File: config.mk
export PLATFORM = sky130hd
export DESIGN_NAME = swk_wake_payload
export DESIGN_NICKNAME = d
export VERILOG_FILES = /design/src/swk_pkg.sv /design/src/swk_filter_time.sv /design/src/swk_payload_compare.sv /design/src/swk_wake_payload.sv
export SDC_FILE = /design/constraint.sdc
export NUM_CORES = 1
export LEC_CHECK = 0
export BUFFER_PORTS_ARGS = -buffer_cell sky130_fd_sc_hd__buf_2
export CAP_MARGIN = 20
export CORE_MARGIN = 2
export CORE_UTILIZATION = 63
export DETAILED_ROUTE_END_ITERATION = 10
export GPL_TIMING_DRIVEN = 0
export PLACE_DENSITY = 0.94
export SETUP_SLACK_MARGIN = 0.1
export SLEW_MARGIN = 20
export SYNTH_ARGS = -nofsm -noshare
export SYNTH_HDL_FRONTEND = slang
export SYNTH_SLANG_ARGS = --single-unit
export TNS_END_PERCENT = 50
File: constraint.sdc
create_clock -name ref_clk -period 5.6 [get_ports ref_clk]
set_input_delay 0.28 -clock ref_clk [delete_from_list [all_inputs] [get_ports ref_clk]]
set_output_delay 0.28 -clock ref_clk [all_outputs]
set_load 0.1 [all_outputs]
File: src/swk_pkg.sv
// Package with register map, field layout and timing constants of the wake payload block
package swk_pkg;

   // ----------------------------------------
   // Register addresses (7-bit control port)
   // ----------------------------------------
   localparam logic [6:0] ADDR_LENGTH_CODE   = 7'h36;
   localparam logic [6:0] ADDR_PAYLOAD_7_6   = 7'h37;
   localparam logic [6:0] ADDR_PAYLOAD_5_4   = 7'h38;
   localparam logic [6:0] ADDR_PAYLOAD_3_2   = 7'h39;
   localparam logic [6:0] ADDR_PAYLOAD_1_0   = 7'h3a;
   localparam logic [6:0] ADDR_FD_TOLERANCE  = 7'h3b;
   localparam logic [6:0] ADDR_RX_SELECT     = 7'h3c;

   // ----------------------------------------
   // Field positions
   // ----------------------------------------
   localparam int LEN_CODE_MSB      = 3;
   localparam int FD_ENABLE_BIT     = 0;
   localparam int DOMINANT_FILTER_TIME_LSB     = 1;
   localparam int DOMINANT_FILTER_TIME_MSB     = 3;
   localparam int FD_SUPPRESS_BIT   = 5;
   localparam int RX_SELECT_BIT     = 14;

   // ----------------------------------------
   // Reset values and length limits
   // ----------------------------------------
   localparam logic [15:0] REG_RESET       = 16'h0000;
   localparam logic [3:0]  LEN_CODE_MAX    = 4'h8;
   localparam logic [3:0]  BYTE_COUNT_MAX  = 4'h8;

   // ----------------------------------------
   // Timing
   // ----------------------------------------
   localparam int CLK_PERIOD_NS      = 100;
   localparam int FILTER_STEP_NS     = 50;
   localparam int FILTER_LONG_NS     = 775;
   localparam int FILTER_LONG_CYC    = (FILTER_LONG_NS + CLK_PERIOD_NS - 1) / CLK_PERIOD_NS;

   typedef struct packed {
      logic        wr;
      logic        rd;
      logic [6:0]  addr;
      logic [15:0] wdata;
   } swk_req_t;

   typedef struct packed {
      logic        valid;
      logic [3:0]  len_code;
   } swk_len_t;

endpackage : swk_pkg

File: src/swk_filter_time.sv
// Maps the dominant filter code to a time in ns and a cycle count
`timescale 1ns/1ps
module swk_filter_time (
   input  wire logic [2:0]  filter_code,
   output logic [9:0]       filter_ns,
   output logic [3:0]       filter_cycles
);
   import swk_pkg::*;

   localparam logic [9:0] STEP_NS = 10'(FILTER_STEP_NS);
   localparam logic [9:0] LONG_NS = 10'(FILTER_LONG_NS);
   localparam logic [9:0] PER_NS  = 10'(CLK_PERIOD_NS);

   wire logic [9:0] step_time;
   wire logic [9:0] rounded;

   assign step_time     = (10'(filter_code) + 10'h001) * STEP_NS;
   assign filter_ns     = (filter_code == 3'h7) ? LONG_NS : step_time;
   assign rounded       = (filter_ns + PER_NS - 10'h001) / PER_NS;
   assign filter_cycles = rounded[3:0];

endmodule : swk_filter_time

File: src/swk_payload_compare.sv
// Compares received payload bytes in order against the expected bytes
`timescale 1ns/1ps
module swk_payload_compare (
   input  wire logic        ref_clk,
   input  wire logic        arst_n,
   input  wire logic        frame_start,
   input  wire logic [3:0]  byte_count,
   input  wire logic [63:0] expected,
   input  wire logic        rx_byte_valid,
   input  wire logic [7:0]  rx_byte,
   output logic             all_match,
   output logic [3:0]       byte_index
);
   import swk_pkg::*;

   logic [3:0] index_reg;
   logic       ok_reg;

   wire logic [7:0] exp_byte;
   wire logic       in_range;

   assign exp_byte   = expected[{index_reg[2:0], 3'h0} +: 8];
   assign in_range   = index_reg < byte_count;
   assign all_match  = ok_reg && (index_reg == byte_count);
   assign byte_index = index_reg;

   always_ff @(posedge ref_clk or negedge arst_n) begin
      if (!arst_n) begin
         index_reg <= 4'h0;
         ok_reg    <= 1'b1;
      end else if (frame_start) begin
         index_reg <= 4'h0;
         ok_reg    <= 1'b1;
      end else if (rx_byte_valid && in_range) begin
         index_reg <= index_reg + 4'h1;
         ok_reg    <= ok_reg && (rx_byte == exp_byte);
      end
   end

endmodule : swk_payload_compare

File: src/swk_wake_payload.sv
// Wake frame length code, expected payload and tolerant-mode configuration
`timescale 1ns/1ps
module swk_wake_payload (
   input  wire logic            ref_clk,
   input  wire logic            arst_n,
   input  wire logic            soft_reset,
   input  wire swk_pkg::swk_req_t reg_req,
   output logic [15:0]          reg_rdata,
   output logic                 reg_rvalid,
   input  wire logic            silence_expired,
   input  wire logic            frame_start,
   input  wire swk_pkg::swk_len_t rx_len,
   input  wire logic            rx_byte_valid,
   input  wire logic [7:0]      rx_byte,
   input  wire logic            frame_end,
   output logic                 wake_match,
   output logic                 fd_tolerant_enable,
   output logic [2:0]           dominant_filter_time,
   output logic [3:0]           filter_cycles,
   output logic                 error_counter_suppress,
   output logic                 error_counter_hold,
   output logic                 wake_receiver_select
);
   import swk_pkg::*;

   // ----------------------------------------
   // Helpers
   // ----------------------------------------
   function automatic logic [3:0] bytes_of(input logic [3:0] code);
      bytes_of = (code >= LEN_CODE_MAX) ? BYTE_COUNT_MAX : code;
   endfunction : bytes_of

   function automatic logic [15:0] merge_wr(input logic [15:0] old, input logic hit,
                                            input logic [15:0] wd);
      merge_wr = hit ? wd : old;
   endfunction : merge_wr

   // ----------------------------------------
   // Registers
   // ----------------------------------------
   logic [3:0]  len_code_reg;
   logic [15:0] pay_76_reg;
   logic [15:0] pay_54_reg;
   logic [15:0] pay_32_reg;
   logic [15:0] pay_10_reg;
   logic        fd_en_reg;
   logic [2:0]  filter_reg;
   logic        suppress_reg;
   logic        rx_sel_reg;
   logic        len_ok_reg;
   logic [15:0] rdata_reg;
   logic        rvalid_reg;
   logic        match_reg;
   logic [3:0]  fcyc_reg;
   logic        hold_reg;

   logic [3:0]  len_code_next;
   logic [15:0] pay_76_next;
   logic [15:0] pay_54_next;
   logic [15:0] pay_32_next;
   logic [15:0] pay_10_next;
   logic        fd_en_next;
   logic [2:0]  filter_next;
   logic        suppress_next;
   logic        rx_sel_next;

   // ----------------------------------------
   // Address decode
   // ----------------------------------------
   wire logic hit_len;
   wire logic hit_76;
   wire logic hit_54;
   wire logic hit_32;
   wire logic hit_10;
   wire logic hit_fd;
   wire logic hit_rx;
   wire logic [15:0] wd;

   assign wd     = reg_req.wdata;
   assign hit_len = reg_req.wr && (reg_req.addr == ADDR_LENGTH_CODE);
   assign hit_76  = reg_req.wr && (reg_req.addr == ADDR_PAYLOAD_7_6);
   assign hit_54  = reg_req.wr && (reg_req.addr == ADDR_PAYLOAD_5_4);
   assign hit_32  = reg_req.wr && (reg_req.addr == ADDR_PAYLOAD_3_2);
   assign hit_10  = reg_req.wr && (reg_req.addr == ADDR_PAYLOAD_1_0);
   assign hit_fd  = reg_req.wr && (reg_req.addr == ADDR_FD_TOLERANCE);
   assign hit_rx  = reg_req.wr && (reg_req.addr == ADDR_RX_SELECT);

   // ----------------------------------------
   // Next values
   // ----------------------------------------
   assign len_code_next = hit_len ? wd[LEN_CODE_MSB:0] : len_code_reg;
   assign pay_76_next   = merge_wr(pay_76_reg, hit_76, wd);
   assign pay_54_next   = merge_wr(pay_54_reg, hit_54, wd);
   assign pay_32_next   = merge_wr(pay_32_reg, hit_32, wd);
   assign pay_10_next   = merge_wr(pay_10_reg, hit_10, wd);
   assign fd_en_next    = hit_fd ? wd[FD_ENABLE_BIT] : fd_en_reg;
   assign filter_next   = hit_fd ? wd[DOMINANT_FILTER_TIME_MSB:DOMINANT_FILTER_TIME_LSB] : filter_reg;
   // Hardware clear at silence timeout overrides a write in the same cycle
   assign suppress_next = silence_expired ? 1'b0 :
                          (hit_fd ? wd[FD_SUPPRESS_BIT] : suppress_reg);
   assign rx_sel_next   = hit_rx ? wd[RX_SELECT_BIT] : rx_sel_reg;

   always_ff @(posedge ref_clk or negedge arst_n) begin
      if (!arst_n) begin
         len_code_reg <= 4'h0;
         pay_76_reg   <= REG_RESET;
         pay_54_reg   <= REG_RESET;
         pay_32_reg   <= REG_RESET;
         pay_10_reg   <= REG_RESET;
         fd_en_reg    <= 1'b0;
         filter_reg   <= 3'h0;
         suppress_reg <= 1'b0;
         rx_sel_reg   <= 1'b0;
      end else if (soft_reset) begin
         len_code_reg <= 4'h0;
         pay_76_reg   <= REG_RESET;
         pay_54_reg   <= REG_RESET;
         pay_32_reg   <= REG_RESET;
         pay_10_reg   <= REG_RESET;
         fd_en_reg    <= 1'b0;
         filter_reg   <= 3'h0;
         suppress_reg <= 1'b0;
         rx_sel_reg   <= 1'b0;
      end else begin
         len_code_reg <= len_code_next;
         pay_76_reg   <= pay_76_next;
         pay_54_reg   <= pay_54_next;
         pay_32_reg   <= pay_32_next;
         pay_10_reg   <= pay_10_next;
         fd_en_reg    <= fd_en_next;
         filter_reg   <= filter_next;
         suppress_reg <= suppress_next;
         rx_sel_reg   <= rx_sel_next;
      end
   end

   // ----------------------------------------
   // Read-back
   // ----------------------------------------
   logic [15:0] rd_mux;

   always_comb begin
      rd_mux = 16'h0000;
      case (reg_req.addr)
         ADDR_LENGTH_CODE:  rd_mux = {12'h000, len_code_reg};
         ADDR_PAYLOAD_7_6:  rd_mux = pay_76_reg;
         ADDR_PAYLOAD_5_4:  rd_mux = pay_54_reg;
         ADDR_PAYLOAD_3_2:  rd_mux = pay_32_reg;
         ADDR_PAYLOAD_1_0:  rd_mux = pay_10_reg;
         ADDR_FD_TOLERANCE: rd_mux = {10'h000, suppress_reg, 1'b0, filter_reg, fd_en_reg};
         ADDR_RX_SELECT:    rd_mux = {1'b0, rx_sel_reg, 14'h0000};
         default:           rd_mux = 16'h0000;
      endcase
   end

   always_ff @(posedge ref_clk or negedge arst_n) begin
      if (!arst_n) begin
         rdata_reg  <= 16'h0000;
         rvalid_reg <= 1'b0;
      end else begin
         rdata_reg  <= reg_req.rd ? rd_mux : rdata_reg;
         rvalid_reg <= reg_req.rd;
      end
   end

   // ----------------------------------------
   // Frame matching
   // ----------------------------------------
   wire logic [63:0] expected;
   wire logic        pay_match;
   wire logic [3:0]  fcyc;

   assign expected = {pay_76_reg, pay_54_reg, pay_32_reg, pay_10_reg};

   swk_payload_compare u_cmp (
      .ref_clk       (ref_clk),
      .arst_n        (arst_n),
      .frame_start   (frame_start),
      .byte_count    (bytes_of(len_code_reg)),
      .expected      (expected),
      .rx_byte_valid (rx_byte_valid),
      .rx_byte       (rx_byte),
      .all_match     (pay_match),
      .byte_index    ()
   );

   swk_filter_time u_filt (
      .filter_code   (filter_reg),
      .filter_ns     (),
      .filter_cycles (fcyc)
   );

   always_ff @(posedge ref_clk or negedge arst_n) begin
      if (!arst_n) begin
         len_ok_reg <= 1'b0;
         match_reg  <= 1'b0;
         fcyc_reg   <= 4'h0;
         hold_reg   <= 1'b0;
      end else begin
         if (frame_start) begin
            len_ok_reg <= 1'b0;
         end else if (rx_len.valid) begin
            len_ok_reg <= (rx_len.len_code == len_code_reg);
         end
         match_reg <= frame_end && len_ok_reg && pay_match;
         fcyc_reg  <= fcyc;
         hold_reg  <= !soft_reset && suppress_next && fd_en_next;
      end
   end

   // ----------------------------------------
   // Outputs
   // ----------------------------------------
   assign reg_rdata              = rdata_reg;
   assign reg_rvalid             = rvalid_reg;
   assign wake_match             = match_reg;
   assign fd_tolerant_enable     = fd_en_reg;
   assign dominant_filter_time   = filter_reg;
   assign filter_cycles          = fcyc_reg;
   assign error_counter_suppress = suppress_reg;
   assign error_counter_hold     = hold_reg;
   assign wake_receiver_select   = rx_sel_reg;

endmodule : swk_wake_payload

# == Word level (Yosys, flattened, before mapping) ==
# Index checks and enable logic that the tools add are counted.
# word_totals
out_inout_bits,29
register_bits,103
wordCells,89
input_bits,45
# op_classes
n_reduce_logical,24
muxes,28
magnitude_cmp,2
n_div,1
shift,1
n_mul,1
eq_ne,11
n_addsub,4
# op_table
op,n
$mux W16,8
$pmux W16 S7,1
$shiftx A64 B7 Y8,1
$eq A7 B6 Y1 const B,7
$mux W4,5
$reduce_bool A2 Y1,9
$logic_and A1 B1 Y1,14
$mux W1,11
$add A10 B7 Y10 const B,1
$div A10 B7 Y10 const B,1
$mul A10 B5 Y9 const B,1
$mux W10,1
$sub A10 B1 Y10 const B,1
$eq A4 B4 Y1,2
$eq A8 B8 Y1,1
$mux W3,2
$add A3 B1 Y4 const B,1
$add A4 B1 Y4 const B,1
$ge A4 B4 Y1 const B,1
$lt A4 B4 Y1,1
$eq A3 B3 Y1 const B,1
$logic_not A1 Y1,1

# == Longest topological paths before layout ==
# depth
ltp_word,6
depth_mapped,14
ltp_nobuf,13

# == Modules after synthesis ==
# From an unflattened synthesis, not the netlist that was laid out.
# unflattened
hier_cells,656
area_unflattened_um2,6502.5
# modules_own_cells
module,seq_area_each_um2,n_inst,area_per_inst_um2,cells_each
swk_wake_payload,2452.4,1,4638.2,435
swk_payload_compare,126.4,1,970.9,99
swk_filter_time,0.0,1,893.4,122

# == Worst setup path after synthesis ==
# No wires, ideal clock.
# synth_timing
kind,reg-to-reg
from,reg filter_reg[0] (netlist: dominant_filter_time[0])
to,reg fcyc_reg[0] (netlist: filter_cycles[0])
setup_slack_ns,1.707
stages_incl_launch_ff,15
arrival_ns,3.754
required_time_ns,5.461
cell_sequence,dfrtp_1 buf_6 inv_1 ha_1 inv_1 ha_1 inv_1 fa_1 nand2b_1 o21ba_2 or3_4 xor2_2 o21ai_2 o41ai_1 a32oi_1
# synth_via
elab_chain_cells,6
# synth_lines
element,line_no,rtl
from (decl),swk_wake_payload.sv:47,logic [2:0] filter_reg;
from (signal assigned),swk_wake_payload.sv:131,filter_reg <= filter_next;
$add A3 B1 Y4,swk_filter_time.sv:17,assign step_time = (10'(filter_code) + 10'h001) * STEP_NS;
$mul A10 B5 Y9,swk_filter_time.sv:17,
$mux W10 *,swk_filter_time.sv:18,assign filter_ns = (filter_code == 3'h7) ? LONG_NS : step_time;
$add A10 B7 Y10 *,swk_filter_time.sv:19,assign rounded = (filter_ns + PER_NS - 10'h001) / PER_NS;
$sub A10 B1 Y10 *,swk_filter_time.sv:19,
$div A10 B7 Y10 *,swk_filter_time.sv:19,
via fcyc[0],swk_wake_payload.sv:171,wire logic [3:0] fcyc;
to (signal assigned),swk_wake_payload.sv:206,fcyc_reg <= fcyc;
to (decl),swk_wake_payload.sv:54,logic [3:0] fcyc_reg;
# The timed path passes the listed nets; every way through them passes the cells marked *.
# A chain may end at the register's enable or synchronous reset.

# == Worst setup path after layout ==
# layout_timing
from,reg filter_reg[1] (netlist: dominant_filter_time[1])
to,reg fcyc_reg[0] (netlist: filter_cycles[0])
# The elaborated chain is that of the path after synthesis.

==> impl_results.md <==
* Ys Warns at 0
* Main area contributors after synthesis: dfrtp_1 42%, mux2i_1 8.6%, mux4_2 7.8%
* Slew Limit Headroom at 0.389
* Die area at 10,400 um2
* Kind of critical path: flip-flop to flip-flop
* Most used flip-flop cell after synthesis: dfrtp_1
* Sequential share of the synthesized area at 0.427
* 1st-pass router iterations at 6
* CTS tree: yes
* Status: completed
* CTS sink cnt at 103
* Min Tclk post-route at 3.73 ns
* Cell Area, Synth at 6040 um2
* Drt initial violations at 605
* Detailed-route vias per instance at 6.54
* Vias at 5,464
* Worst Skew at 0.0115 ns
* PD cells at 192 nW/um2
* GR peak layer: met2
* Antenna-violating nets left at 0
* Post-Synth XOR/XNOR Area at 0.0373
* CP endpoint kind: flip-flop
* Post-synth ARST share at 1.00
* Drt wl/cell at 21.5 um
* Max IR drop VDD at 144 uV
* Routed wire length at 18.0 mm
* First-pass GRT wire length at 28.5 mm
* Num CTS Buffers at 9
* Met3 usage in global routing at 0.0882
* Netlist cell types at 62
* Post-synth top area share at 0.423
* Die height at 102 um
* Starting Density at 0.650
* Overall Global Routing Usage at 0.363
* Reg2Reg Setup Slack at 1.87 ns
* Initial antenna violation count at 0
* Synth area leader: dfrtp_1
* Cell Rows at 35
* Fmax at 268 MHz
* Setup WS pre-CTS at 1.97 ns
* Nets at 768
* Die width at 102 um
* Worst-margin pin slew at 0.917 ns
* Fill count at 663
* Antenna diode count at 0
* GR Overflow Total at 0
* Avg Cell Area, Syn at 9.77 um2
* Area delta synth->final at 12.2%
* GR met1 Demand/Resource at 0.452
* Count of state elements after synthesis at 103
* Clock transition at the registers of the reported paths at 0.10 ns
* Synth Area in Simple Gates at 0.153
* Main combinational cell family by area after synthesis: multiplexers
* CTS Root Cell: clkbuf_8
* EDFF count, synth at 0
* Share of cells above drive strength 1 at 0.192
* GPL Wtd Cong at 1.01
* Mux contribution to synthesized area at 0.165
* Post-synthesis instance total at 618
* CORE AREA at 9280 um2
* Buffers on Ports at 71
* Setup tns final at 0 ns
* H-tree lvl count at 3
* LEAKAGE at 3.05 nW
* Vias in the first global route at 5,584
* Setup bufs post-CTS at 0
* Crit path DAT at 3.98 ns
* PnR worst setup slack at 1.87 ns
* Final worst-path cycle share at 0.666
* Post-Synth Adder-Cell Area at 0.0448
* Required @ worst endpoint at 5.85 ns
* Final setup fails at 0
* DRC errors left at 0
* RSZ-0062 raised after global routing: false
* Final Util at 0.730
* Worst-path maximum fanout at 9
* Detailed Place HPWL at 12.7 mm
* Slew Limit Fails at 0
* Max-cap viol count at 0
* Crit path launch type: flip-flop
* M2 GR Usage at 0.583
* Io pins at 74
* Worst hold path class: input port to flip-flop
* Complex-gate fraction of the synthesized area at 0.124
* PnR Total Power at 1.30 mW
* Worst skew pair latency at 0.38 ns
* CTS max path bufs at 2
* Final Hold Viols at 0
* Syn Nets at 684
* Largest net degree at the start of global routing at 59
layout by cell type (no fill, tap or decap), drive strengths merged, types with 2 or more instances in the layout:
master,n
a22oi,11
o22ai,16
a21o,3
nor4,2
nand3,22
dfrtp,102
xor2,19
a32oi,2
nand4,8
nand2b,3
o31ai,2
mux2i,52
o21ai,19
nor3b,2
nand2,103
buf,86
nor2,44
nor2b,5
inv,33
a22o,2
and2b,2
ha,20
and2,3
mux4,21
clkinvlp,2
a31oi,2
a21oi,55
clkbuf,36
xnor2,5
power breakdown:
part           switching (mW)  leakage, nW  internal (mW)
Clock                   0.280       0.0839          0.168
Combinational          0.0775         1.54         0.0322
Sequential            0.00145         1.43          0.745
Total                   0.359         3.05          0.945
area by class of cell:
cell class / instances / area, um2 / area share
plain buffers: 40 / 185 / 0.0273
clock buffers: 10 / 128 / 0.0188
clock inverters: 6 / 50.0 / 0.00739
inverters: 30 / 113 / 0.0166
multi-input cells: 445 / 3160 / 0.467
flip-flops and latches: 103 / 2580 / 0.381
well taps: 129 / 161 / 0.0238
repair buffers: 73 / 399 / 0.0589
per-stage QoR:
stage | hold WS (ns) | instance area (um2) | std cells
6_report | 0.0186 | 6780 | 836
5_1_grt | 0.0206 | 6780 | 836
4_1_cts | 0.0193 | 6780 | 836
3_3_place_gp | 0.402 | 6560 | 818
3_5_place_dp | 0.238 | 6590 | 819
2_1_floorplan | -0.0156 | 6040 | 618
what timing repair did:
item / CTS / global route
hold endpoints to repair: 44 / 0
hold buffers: 1 / 0
resized for setup: 0 / 0
endpoints found under the setup margin: 0 / 0
synth_stat cells, types with 2 or more instances:
library cell and count:
mux4_2 21, o22ai_1 16, nand3_1 22, and2_1 2, nand2_1 103, inv_1 29
buf_6 3, nand2b_1 3, buf_2 10, and2b_1 2, nor4_1 2, a22oi_1 11
mux2i_1 52, xnor2_1 4, a31oi_1 2, nand4_1 8, nor2b_1 4, a22o_1 2
o31ai_1 2, clkbuf_1 26, o21ai_0 17, ha_1 20, a21o_1 3, nor2_1 44
xor2_1 18, a21oi_1 55, dfrtp_1 102
final timing paths:
| check | from | to | cells after the start |
|---|---|---|---|
| worst min-delay path | reg_req[23] | reg_rvalid | 1 |
| min in group asynchronous | arst_n | filter_cycles[3] | 2 |
| max in group asynchronous | arst_n | pay_76_reg[4] | 3 |
| worst min register to register | reg_rdata[7] | reg_rdata[7] | 2 |
| worst max-delay path | dominant_filter_time[1] | filter_cycles[0] | 12 |
| worst max register to register | dominant_filter_time[1] | filter_cycles[0] | 12 |
routing by layer:
layer,up-vias,routed length [um]
li1,2344,-
met4,0,917
met3,94,1890
met1,2646,6420
met2,380,8730
met5,-,0
worst max-delay path, cell delays in order, from the launching register on:
cell	delay [ns]
dfrtp_1	0.52
ha_1	0.24
ha_1	0.39
ha_1	0.36
inv_1	0.07
fa_1	0.63
nand2b_1	0.10
o21ba_2	0.32
mux2i_1	0.09
o21ai_0	0.16
o311ai_0	0.26
a311oi_1	0.39
a32oi_1	0.09
kinds of logic (layout without fill, tap and decap cells):
family | Yosys count | after routing
xor gates and xnor gates | 24 | 24
and+or+nand+nor | 203 | 203
adders and majority gates | 21 | 21
muxes | 73 | 73
DFF | 103 | 103
buffers and inverters | 70 | 159
other | 1 | 1
AOI/OAI and AO/OA | 123 | 123
(Power assumes the default switching activity.)
